File: config.mk
export PLATFORM = sky130hd
export DESIGN_NAME = cscs_socket_host
export DESIGN_NICKNAME = d
export VERILOG_FILES = /design/src/common/cscs_pkg.sv /design/src/common/cscs_stream_if.sv /design/src/hw/cscs_fifo.sv /design/src/hw/cscs_socket_host.sv
export SDC_FILE = /design/constraint.sdc
export NUM_CORES = 1
export LEC_CHECK = 0
export BUFFER_PORTS_ARGS = -buffer_cell sky130_fd_sc_hd__buf_2
export CAP_MARGIN = 20
export CELL_PAD_IN_SITES_DETAIL_PLACEMENT = 0
export CELL_PAD_IN_SITES_GLOBAL_PLACEMENT = 2
export CORE_MARGIN = 2
export CORE_UTILIZATION = 50
export CTS_CLUSTER_DIAMETER = 50
export CTS_CLUSTER_SIZE = 12
export DETAILED_ROUTE_END_ITERATION = 6
export GPL_TIMING_DRIVEN = 0
export PLACE_DENSITY = 0.92
export SLEW_MARGIN = 20
export SYNTH_ARGS = -nofsm -noshare
export SYNTH_HDL_FRONTEND = slang
export SYNTH_SLANG_ARGS = --single-unit
File: constraint.sdc
create_clock -name clk -period 6.3 [get_ports clk]
set_input_delay 1.26 -clock clk [delete_from_list [all_inputs] [get_ports clk]]
set_output_delay 1.26 -clock clk [all_outputs]
set_load 0.01 [all_outputs]
File: src/common/cscs_pkg.sv
// Purpose: Shared constants and types for the card socket cycle engine
// Assumes: 250 MHz system clock, two sockets, 16-bit card data path
// Notes: Strobe phase lengths are fixed figures converted to clock counts here

package cscs_pkg;

  // ************************************************
  // Clock and cycle phase timing
  // ************************************************
  localparam int unsigned CLK_PERIOD_PS = 4000;
  localparam int unsigned SETUP_NS = 8;
  localparam int unsigned ACTIVE_NS = 40;
  localparam int unsigned RECOVER_NS = 8;
  // Least times: round up, never below one cycle
  localparam int unsigned SETUP_CYC_RAW = (SETUP_NS * 1000 + CLK_PERIOD_PS - 1) / CLK_PERIOD_PS;
  localparam int unsigned ACTIVE_CYC_RAW = (ACTIVE_NS * 1000 + CLK_PERIOD_PS - 1) / CLK_PERIOD_PS;
  localparam int unsigned RECOVER_CYC_RAW =
    (RECOVER_NS * 1000 + CLK_PERIOD_PS - 1) / CLK_PERIOD_PS;
  localparam logic [3:0] SETUP_CYC = (SETUP_CYC_RAW < 1) ? 4'h1 : 4'(SETUP_CYC_RAW);
  localparam logic [3:0] ACTIVE_CYC = (ACTIVE_CYC_RAW < 1) ? 4'h1 : 4'(ACTIVE_CYC_RAW);
  localparam logic [3:0] RECOVER_CYC = (RECOVER_CYC_RAW < 1) ? 4'h1 : 4'(RECOVER_CYC_RAW);

  // ************************************************
  // Structure sizes and reset values
  // ************************************************
  localparam int unsigned NUM_SOCKETS = 2;
  localparam int unsigned FIFO_DEPTH = 16;
  localparam int unsigned CMD_W = 24;
  localparam logic [1:0] SOCK_IDLE = 2'h3;
  localparam logic [15:0] DATA_RST = 16'h0000;

  // ************************************************
  // Cycle kinds and access widths
  // ************************************************
  typedef enum logic [2:0] {
    CSCS_CMEM_RD = 3'b000,
    CSCS_CMEM_WR = 3'b001,
    CSCS_ATTR_RD = 3'b010,
    CSCS_ATTR_WR = 3'b011,
    CSCS_IO_RD = 3'b100,
    CSCS_IO_WR = 3'b101,
    CSCS_DMA_RD = 3'b110,
    CSCS_DMA_WR = 3'b111
  } cscs_kind_t;

  typedef enum logic [1:0] {
    CSCS_BYTE = 2'b00,
    CSCS_WORD = 2'b01,
    CSCS_ODD = 2'b10,
    CSCS_RSVD = 2'b11
  } cscs_width_t;

  typedef struct packed {
    cscs_kind_t kind;
    cscs_width_t width;
    logic socket;
    logic lsb;
    logic tc;
    logic [15:0] wdata;
  } cscs_cmd_t;

  typedef enum logic [1:0] {
    CSCS_IDLE = 2'b00,
    CSCS_SETUP = 2'b01,
    CSCS_ACTIVE = 2'b10,
    CSCS_RECOVER = 2'b11
  } cscs_state_t;

endpackage

File: src/common/cscs_stream_if.sv
// Purpose: Valid/ready carrier for queued cycle commands
// Assumes: Single clock domain
// Notes: Word width is a parameter so the queue stays generic
`timescale 1ns/1ps

interface cscs_stream_if #(parameter int unsigned W = 24);
  logic valid;
  logic ready;
  logic [W-1:0] data;
  modport src (output valid, output data, input ready);
  modport snk (input valid, input data, output ready);
endinterface

File: src/hw/cscs_fifo.sv
// Purpose: Parameterised first-in first-out queue with valid/ready on both sides
// Assumes: Synchronous active-low reset, depth a power of two
// Notes: Read data is taken straight from the array at the read pointer
`timescale 1ns/1ps

module cscs_fifo #(
  parameter int unsigned W = 24,
  parameter int unsigned DEPTH = 16
) (
  input wire logic clk,
  input wire logic resetn,
  input wire logic in_valid,
  output logic in_ready,
  input wire logic [W-1:0] in_data,
  cscs_stream_if.src out
);

  localparam int unsigned AW = $clog2(DEPTH);

  logic [W-1:0] mem_ff [DEPTH];
  logic [AW-1:0] wr_ptr_ff, nxt_wr_ptr, rd_ptr_ff, nxt_rd_ptr;
  logic [AW:0] count_ff, nxt_count;
  logic push, pop;
  logic in_ready_ff, nxt_in_ready;

  // ************************************************
  // Pointer and level control
  // ************************************************
  always_comb begin
    push = in_valid && in_ready;
    pop = out.valid && out.ready;
    nxt_wr_ptr = push ? wr_ptr_ff + 1'b1 : wr_ptr_ff;
    nxt_rd_ptr = pop ? rd_ptr_ff + 1'b1 : rd_ptr_ff;
    nxt_count = count_ff + (AW+1)'(push) - (AW+1)'(pop);
    nxt_in_ready = (nxt_count != (AW+1)'(DEPTH));
  end

  // Ready is registered from the next level, so it stays exact and leaves from a flop
  assign in_ready = in_ready_ff;
  assign out.valid = (count_ff != '0);
  assign out.data = mem_ff[rd_ptr_ff];

  always_ff @(posedge clk) begin
    if (!resetn) begin
      wr_ptr_ff <= '0;
      rd_ptr_ff <= '0;
      count_ff <= '0;
      in_ready_ff <= 1'b1;
    end else begin
      wr_ptr_ff <= nxt_wr_ptr;
      rd_ptr_ff <= nxt_rd_ptr;
      count_ff <= nxt_count;
      in_ready_ff <= nxt_in_ready;
    end
  end

  // Storage needs no reset; only written entries are ever read
  always_ff @(posedge clk) begin
    if (push) begin
      mem_ff[wr_ptr_ff] <= in_data;
    end
  end

endmodule

File: src/hw/cscs_socket_host.sv
// Purpose: Card socket cycle engine driving strobes, card enables and byte lanes
// Assumes: Commands arrive on a valid/ready port and are queued sixteen deep
// Notes: One cycle runs at a time; read data returns as a one-cycle pulse
`timescale 1ns/1ps

module cscs_socket_host (
  input wire logic clk,
  input wire logic resetn,
  input wire logic req_valid,
  output logic req_ready,
  input wire cscs_pkg::cscs_kind_t req_kind,
  input wire cscs_pkg::cscs_width_t req_width,
  input wire logic req_socket,
  input wire logic req_lsb,
  input wire logic req_tc,
  input wire logic [15:0] req_wdata,
  output logic rsp_valid,
  output logic [15:0] rsp_data,
  output logic busy,
  output logic [1:0] space_select,
  output logic [1:0] high_lane_card_enable_n,
  output logic [1:0] low_lane_card_enable_n,
  output logic address_lsb,
  output logic mem_read_strobe_n,
  output logic mem_write_strobe_n,
  output logic io_read_strobe_n,
  output logic io_write_strobe_n,
  output logic dma_grant,
  input wire logic [7:0] high_data_lane_in,
  output logic [7:0] high_data_lane_out,
  output logic high_data_lane_oe,
  input wire logic [7:0] low_data_lane_in,
  output logic [7:0] low_data_lane_out,
  output logic low_data_lane_oe
);

  import cscs_pkg::*;

  // ************************************************
  // Command queue
  // ************************************************
  cscs_stream_if #(.W(CMD_W)) q_if ();
  cscs_cmd_t req_cmd;
  cscs_cmd_t q_cmd;

  assign req_cmd = '{kind: req_kind, width: req_width, socket: req_socket, lsb: req_lsb,
                     tc: req_tc, wdata: req_wdata};
  assign q_cmd = cscs_cmd_t'(q_if.data);

  // Requester stalls on the queue's own ready, so a slow card backs up to the source
  cscs_fifo #(.W(CMD_W), .DEPTH(FIFO_DEPTH)) u_fifo (
    .clk(clk),
    .resetn(resetn),
    .in_valid(req_valid),
    .in_ready(req_ready),
    .in_data(CMD_W'(req_cmd)),
    .out(q_if.src)
  );

  // ************************************************
  // State and pin registers
  // ************************************************
  cscs_state_t state_ff, nxt_state;
  cscs_cmd_t cmd_ff, nxt_cmd;
  logic [3:0] cnt_ff, nxt_cnt;
  logic rsp_valid_ff, nxt_rsp_valid;
  logic [15:0] rsp_data_ff, nxt_rsp_data;
  logic busy_ff, nxt_busy;
  logic [1:0] sel_ff, nxt_sel;
  logic [1:0] ceh_ff, nxt_ceh;
  logic [1:0] cel_ff, nxt_cel;
  logic lsb_ff, nxt_lsb;
  logic mrd_ff, nxt_mrd;
  logic mwr_ff, nxt_mwr;
  logic iord_ff, nxt_iord;
  logic iowr_ff, nxt_iowr;
  logic dma_grant_ff, nxt_dma_grant;
  logic [7:0] hout_ff, nxt_hout;
  logic hoe_ff, nxt_hoe;
  logic [7:0] lout_ff, nxt_lout;
  logic loe_ff, nxt_loe;

  // Decoded view of the command in flight
  logic is_rd, is_io, is_attr, is_dma;
  logic want_hi, want_lo;
  logic [7:0] hi_byte, lo_byte;

  assign q_if.ready = (state_ff == CSCS_IDLE);

  // ************************************************
  // Access decode
  // ************************************************
  always_comb begin
    is_io = (cmd_ff.kind == CSCS_IO_RD) || (cmd_ff.kind == CSCS_IO_WR);
    is_attr = (cmd_ff.kind == CSCS_ATTR_RD) || (cmd_ff.kind == CSCS_ATTR_WR);
    is_dma = (cmd_ff.kind == CSCS_DMA_RD) || (cmd_ff.kind == CSCS_DMA_WR);
    is_rd = (cmd_ff.kind == CSCS_CMEM_RD) || (cmd_ff.kind == CSCS_ATTR_RD) ||
            (cmd_ff.kind == CSCS_IO_RD) || (cmd_ff.kind == CSCS_DMA_RD);
    hi_byte = cmd_ff.wdata[15:8];
    lo_byte = cmd_ff.wdata[7:0];
    want_hi = 1'b0;
    want_lo = 1'b0;
    unique case (cmd_ff.width)
      CSCS_BYTE: begin
        want_lo = 1'b1;
      end
      CSCS_WORD: begin
        want_hi = 1'b1;
        want_lo = 1'b1;
      end
      CSCS_ODD, CSCS_RSVD: begin
        // DMA has no odd-only form; it falls back to a low-lane byte
        want_hi = !is_dma;
        want_lo = is_dma;
      end
    endcase
  end

  // ************************************************
  // Cycle sequencer
  // ************************************************
  always_comb begin
    nxt_state = state_ff;
    nxt_cmd = cmd_ff;
    nxt_cnt = cnt_ff;
    nxt_rsp_valid = 1'b0;
    nxt_rsp_data = rsp_data_ff;
    nxt_busy = busy_ff;
    nxt_sel = sel_ff;
    nxt_ceh = ceh_ff;
    nxt_cel = cel_ff;
    nxt_lsb = lsb_ff;
    nxt_mrd = mrd_ff;
    nxt_mwr = mwr_ff;
    nxt_iord = iord_ff;
    nxt_iowr = iowr_ff;
    nxt_dma_grant = dma_grant_ff;
    nxt_hout = hout_ff;
    nxt_hoe = hoe_ff;
    nxt_lout = lout_ff;
    nxt_loe = loe_ff;
    unique case (state_ff)
      CSCS_IDLE: begin
        nxt_busy = 1'b0;
        if (q_if.valid) begin
          nxt_cmd = q_cmd;
          nxt_state = CSCS_SETUP;
          nxt_cnt = '0;
          nxt_busy = 1'b1;
        end
      end
      CSCS_SETUP: begin
        // Other socket stays at its idle levels
        nxt_sel = SOCK_IDLE;
        nxt_ceh = SOCK_IDLE;
        nxt_cel = SOCK_IDLE;
        // Space select: high for common memory, low for I/O and attribute
        nxt_sel[cmd_ff.socket] = !(is_io || is_attr);
        nxt_ceh[cmd_ff.socket] = !want_hi;
        nxt_cel[cmd_ff.socket] = !want_lo;
        nxt_lsb = (cmd_ff.width == CSCS_BYTE) ? cmd_ff.lsb : 1'b0;
        nxt_dma_grant = is_dma;
        nxt_hoe = 1'b0;
        nxt_loe = 1'b0;
        if (!is_rd) begin
          // Addressed byte goes on the low lane for byte writes
          nxt_lout = (cmd_ff.width == CSCS_BYTE && cmd_ff.lsb && !is_dma) ? hi_byte : lo_byte;
          nxt_hout = hi_byte;
          // Attribute space carries only even bytes, so the high lane stays off
          nxt_loe = want_lo;
          nxt_hoe = want_hi && !is_attr;
        end
        nxt_cnt = cnt_ff + 4'h1;
        if (cnt_ff + 4'h1 >= SETUP_CYC) begin
          nxt_state = CSCS_ACTIVE;
          nxt_cnt = '0;
          unique case (cmd_ff.kind)
            CSCS_CMEM_RD, CSCS_ATTR_RD: nxt_mrd = 1'b0;
            CSCS_CMEM_WR, CSCS_ATTR_WR: nxt_mwr = 1'b0;
            CSCS_IO_RD: nxt_iord = 1'b0;
            CSCS_IO_WR: nxt_iowr = 1'b0;
            CSCS_DMA_RD: begin
              nxt_iowr = 1'b0;
              nxt_mwr = cmd_ff.tc;
            end
            CSCS_DMA_WR: begin
              nxt_iord = 1'b0;
              nxt_mrd = cmd_ff.tc;
            end
          endcase
        end
      end
      CSCS_ACTIVE: begin
        nxt_cnt = cnt_ff + 4'h1;
        if (cnt_ff + 4'h1 >= ACTIVE_CYC) begin
          nxt_state = CSCS_RECOVER;
          nxt_cnt = '0;
          nxt_mrd = 1'b1;
          nxt_mwr = 1'b1;
          nxt_iord = 1'b1;
          nxt_iowr = 1'b1;
          if (is_rd) begin
            nxt_rsp_valid = 1'b1;
            if (is_attr) begin
              nxt_rsp_data = {8'h00, low_data_lane_in};
            end else if (want_hi && want_lo) begin
              nxt_rsp_data = {high_data_lane_in, low_data_lane_in};
            end else if (want_hi) begin
              nxt_rsp_data = {high_data_lane_in, 8'h00};
            end else if (cmd_ff.lsb && !is_dma) begin
              nxt_rsp_data = {low_data_lane_in, 8'h00};
            end else begin
              nxt_rsp_data = {8'h00, low_data_lane_in};
            end
          end
        end
      end
      CSCS_RECOVER: begin
        // Lanes are released on the same edge the enables return to idle, one cycle after the strobes end
        nxt_hoe = 1'b0;
        nxt_loe = 1'b0;
        nxt_sel = SOCK_IDLE;
        nxt_ceh = SOCK_IDLE;
        nxt_cel = SOCK_IDLE;
        nxt_dma_grant = 1'b0;
        nxt_cnt = cnt_ff + 4'h1;
        if (cnt_ff + 4'h1 >= RECOVER_CYC) begin
          nxt_state = CSCS_IDLE;
          nxt_cnt = '0;
          nxt_busy = 1'b0;
        end
      end
    endcase
  end

  always_ff @(posedge clk) begin
    if (!resetn) begin
      state_ff <= CSCS_IDLE;
      cmd_ff <= '0;
      cnt_ff <= '0;
      rsp_valid_ff <= 1'b0;
      rsp_data_ff <= DATA_RST;
      busy_ff <= 1'b0;
      sel_ff <= SOCK_IDLE;
      ceh_ff <= SOCK_IDLE;
      cel_ff <= SOCK_IDLE;
      lsb_ff <= 1'b0;
      mrd_ff <= 1'b1;
      mwr_ff <= 1'b1;
      iord_ff <= 1'b1;
      iowr_ff <= 1'b1;
      dma_grant_ff <= 1'b0;
      hout_ff <= 8'h00;
      hoe_ff <= 1'b0;
      lout_ff <= 8'h00;
      loe_ff <= 1'b0;
    end else begin
      state_ff <= nxt_state;
      cmd_ff <= nxt_cmd;
      cnt_ff <= nxt_cnt;
      rsp_valid_ff <= nxt_rsp_valid;
      rsp_data_ff <= nxt_rsp_data;
      busy_ff <= nxt_busy;
      sel_ff <= nxt_sel;
      ceh_ff <= nxt_ceh;
      cel_ff <= nxt_cel;
      lsb_ff <= nxt_lsb;
      mrd_ff <= nxt_mrd;
      mwr_ff <= nxt_mwr;
      iord_ff <= nxt_iord;
      iowr_ff <= nxt_iowr;
      dma_grant_ff <= nxt_dma_grant;
      hout_ff <= nxt_hout;
      hoe_ff <= nxt_hoe;
      lout_ff <= nxt_lout;
      loe_ff <= nxt_loe;
    end
  end

  // ************************************************
  // Pin drive
  // ************************************************
  assign rsp_valid = rsp_valid_ff;
  assign rsp_data = rsp_data_ff;
  assign busy = busy_ff;
  assign space_select = sel_ff;
  assign high_lane_card_enable_n = ceh_ff;
  assign low_lane_card_enable_n = cel_ff;
  assign address_lsb = lsb_ff;
  assign mem_read_strobe_n = mrd_ff;
  assign mem_write_strobe_n = mwr_ff;
  assign io_read_strobe_n = iord_ff;
  assign io_write_strobe_n = iowr_ff;
  assign dma_grant = dma_grant_ff;
  assign high_data_lane_out = hout_ff;
  assign high_data_lane_oe = hoe_ff;
  assign low_data_lane_out = lout_ff;
  assign low_data_lane_oe = loe_ff;

endmodule

==> metrics.md <==
| Metric | Value |
|---|---|
| Number of setup violations in the final report | 0 |
| Cts bufs inserted | 49 |
| Post-route DRC | 0 |
| Wire length of the first global-routing pass | 61,600 um |
| Number of iterations in the first detailed-routing pass | 5 |
| Clock tree from TritonCTS | done |
| Area growth from synthesis to layout | 16.53% |
| Max H-tree Level | 2 |
| Synthesis warning total | 0 |
| Average cell area after synthesis | 18.04 um2 |
| HPWL after detailed placement | 27,700 um |
| Placeable Area | 36,610 um2 |
| Peak clock frequency supported by timing | 336.7 MHz |
| Class of the worst hold path | reg2reg |
| Largest voltage drop on the vdd net | 0.2916 mV |
| Die height | 196.8 um |
| RePlAce Congestion | 0.7981 |
| Data arrival time at the worst-slack endpoint | 3.46 ns |
| Pre-CTS setup slack | 2.733 ns |
| Die area | 38,730 um2 |
| Pwr Density | 402.2 nW/um2 |
| Total global routing overflow | 0 |
| Worst Clk Skew | 0.01722 ns |
| Count of flip-flops with a built-in enable after synthesis | 384 |
| Status | finished, final reports clean |
| Synth Net Count | 1,092 |
| Final cycle utilization of the critical path | 47.15% |
| Number of DRC markers in iteration 0 | 973 |
| Maximum number of buffers from clock root to sink | 3 |
| Number of max-cap violations | 0 |
| Maximum net fanout on the critical path | 9 |
| Post-cts repair resize count | 0 |
| Highest-count cells in the layout ignoring fill and taps | sky130_fd_sc_hd__edfxtp_1 (384), sky130_fd_sc_hd__buf_2 (113), sky130_fd_sc_hd__mux4_2 (96), sky130_fd_sc_hd__dfxtp_1 (92), sky130_fd_sc_hd__nand2_1 (89) |
| Fraction of layout cells with a size suffix above 1 | 26.74% |
| Transition time of the tightest slew-check pin | 1.044 ns |
| Count of cell types in the netlist | 58 |
| Row count | 70 |
| Ys async rst share | 0% |
| Number of buffers inserted by hold repair at cts | 0 |
| Initial antenna violation count | 2 |
| Shortest clock period the worst path allows after layout | 2.970 ns |
| Filler cell count in the final layout | 2,628 |
| Setup tns final | 0 ns |
| Pin count of the biggest net entering global routing | 20 |
| Max-slew violations | 0 |
| Post-route ant nets | 0 |
| WS Path Type | reg2reg |
| Clock root cell | sky130_fd_sc_hd__clkbuf_16 |
| Combined global-route utilization of all metal layers | 21.66% |
| Clock-pin slew on the worst setup and hold paths | 0.06 ns |
| Post-synthesis instance area | 18,590 um2 |
| Port Buf Inserts | 90 |
| Predominant post-synthesis flop cell | sky130_fd_sc_hd__edfxtp_1 |
| Hold Vio Cnt, Final | 0 |
| I/O pin cnt | 92 |
| Sequential-to-total area share from yosys stat | 71.95% |
| Number of global-route vias before repair | 10,068 |
| Routed Wire Length | 41,460 um |
| CP Launch Type | flop |
| CTS sink count | 476 |
| Required time worst endpoint | 6.79 ns |
| Effective utilization at floorplan | 50.77% |
| Critical Path End Type | flop |
| Die X | 196.8 um |
| RSZ-0062 raised after global routing | no |
| Worst path setup slack after routing | 3.330 ns |
| Worst-case headroom to the max-slew limit | 30.43% |
| Final Net Count | 1,257 |
| Leading cell type in the layout, fill and taps excluded | sky130_fd_sc_hd__edfxtp_1 |
| Routed length per placed instance | 24.34 um |
| Total number of vias | 10,016 |
| Clk Latency, worst-skew pair | 0.56 ns |
| Flip-flop and latch count after synthesis | 476 |
| Post-CTS setup buffer count | 0 |
| Post-Syn Instances | 1,030 |
| Leakage power summed over all cells | 7.220 nW |
| Average via count per standard cell | 5.881 |
layout make-up:
class | count | area [um2] | area share, %
Antenna cell | 1 | 2.502 | 0.01155
Timing Repair Buffer | 114 | 870.8 | 4.021
Tap cell | 468 | 585.6 | 2.704
Clock inverter | 11 | 130.1 | 0.6008
Sequential cell | 476 | 13370 | 61.74
Inverter | 16 | 60.06 | 0.2773
Buffer | 58 | 291.5 | 1.346
Multi-Input combinational cell | 480 | 4971 | 22.95
Clock buffer | 79 | 1374 | 6.343
registers in the layout, indices dropped and copies added (netlist names), 2 cells and up:
register                 flops
u_fifo.count_ff              5
low_lane_card_enable_n       2
low_data_lane_out            8
rsp_data                    16
space_select                 2
state_ff                     2
high_lane_card_enable_n      2
u_fifo.rd_ptr_ff             4
high_data_lane_out           8
u_fifo.wr_ptr_ff             4
cnt_ff                       4
cmd_ff                      24
u_fifo.mem_ff              384
path summary, 6_finish.rpt:
check	startpoint	endpoint	slack, ns	cells after the start
setup / recovery	state_ff[0]	u_fifo.in_ready	3.33	13
hold / removal	rsp_data[5]	rsp_data[5]	0.47	1
setup reg to reg	state_ff[0]	u_fifo.in_ready	3.33	13
hold reg to reg	rsp_data[5]	rsp_data[5]	0.47	1
layer usage:
metal  wire, um  track usage, %
met3       2906           3.816
met1      17700           29.90
met5          0               0
met2      19660           35.41
met4       1198           7.018
synthesized netlist by cell type, types with 15 or more instances:
| master | number | area (um2) |
|---|---|---|
| sky130_fd_sc_hd__nand3_1 | 26 | 130.1 |
| sky130_fd_sc_hd__and2_1 | 15 | 93.84 |
| sky130_fd_sc_hd__mux2i_1 | 54 | 540.5 |
| sky130_fd_sc_hd__clkbuf_1 | 22 | 82.58 |
| sky130_fd_sc_hd__nand2_1 | 89 | 334.1 |
| sky130_fd_sc_hd__o221ai_1 | 24 | 210.2 |
| sky130_fd_sc_hd__buf_2 | 23 | 115.1 |
| sky130_fd_sc_hd__ha_1 | 18 | 225.2 |
| sky130_fd_sc_hd__dfxtp_1 | 92 | 1842 |
| sky130_fd_sc_hd__a22o_1 | 15 | 131.4 |
| sky130_fd_sc_hd__mux4_2 | 96 | 2162 |
| sky130_fd_sc_hd__nor2_1 | 24 | 90.09 |
| sky130_fd_sc_hd__inv_1 | 16 | 60.06 |
| sky130_fd_sc_hd__edfxtp_1 | 384 | 11530 |
where the power goes:
group          internal, mW  switching, mW
Combinational         0.973           1.24
Clock                  1.58           1.14
Sequential             3.62          0.154
critical path: stages (launching register included):
cell and delay [ns]:
sky130_fd_sc_hd__dfxtp_1 0.38, sky130_fd_sc_hd__inv_1 0.10, sky130_fd_sc_hd__ha_1 0.28, sky130_fd_sc_hd__nor2b_1 0.16, sky130_fd_sc_hd__buf_4 0.20, sky130_fd_sc_hd__ha_1 0.29
sky130_fd_sc_hd__inv_1 0.04, sky130_fd_sc_hd__ha_1 0.20, sky130_fd_sc_hd__fa_1 0.45, sky130_fd_sc_hd__a21oi_1 0.16, sky130_fd_sc_hd__nor2_1 0.07, sky130_fd_sc_hd__or3_1 0.33
sky130_fd_sc_hd__and3_1 0.20, sky130_fd_sc_hd__nand3_1 0.08
cell families (layout without fill, tap and decap cells):
kind of cell,count (synthesis),in the layout,share of synthesized area [%]
flip-flops,476,476,71.95
AO/OA/AOI/OAI,99,99,4.309
other,0,1,0
AND/OR/NAND/NOR,200,200,5.379
buffers and inverters,74,278,1.892
adder cells (fa/ha/maj),19,19,1.320
multiplexers,150,150,14.54
XOR/XNOR,12,12,0.6060
through the flow:
step | cell area, um2 | total power [mW] | std cells | hold slack, ns | util, %
6_report | 21660 | 8.711 | 1703 | 0.4698 | 59.16
5_1_grt | 21660 | 9.083 | 1702 | 0.4837 | 59.15
4_1_cts | 21660 | 8.763 | 1702 | 0.4751 | 59.15
3_5_place_dp | 20150 | 6.053 | 1612 | 0.4606 | 55.04
3_3_place_gp | 19620 | 5.980 | 1588 | 0.4567 | 53.60
2_1_floorplan | 18590 | 5.354 | 1030 | 0.4324 | -
Power figures use the tool's default switching activity.
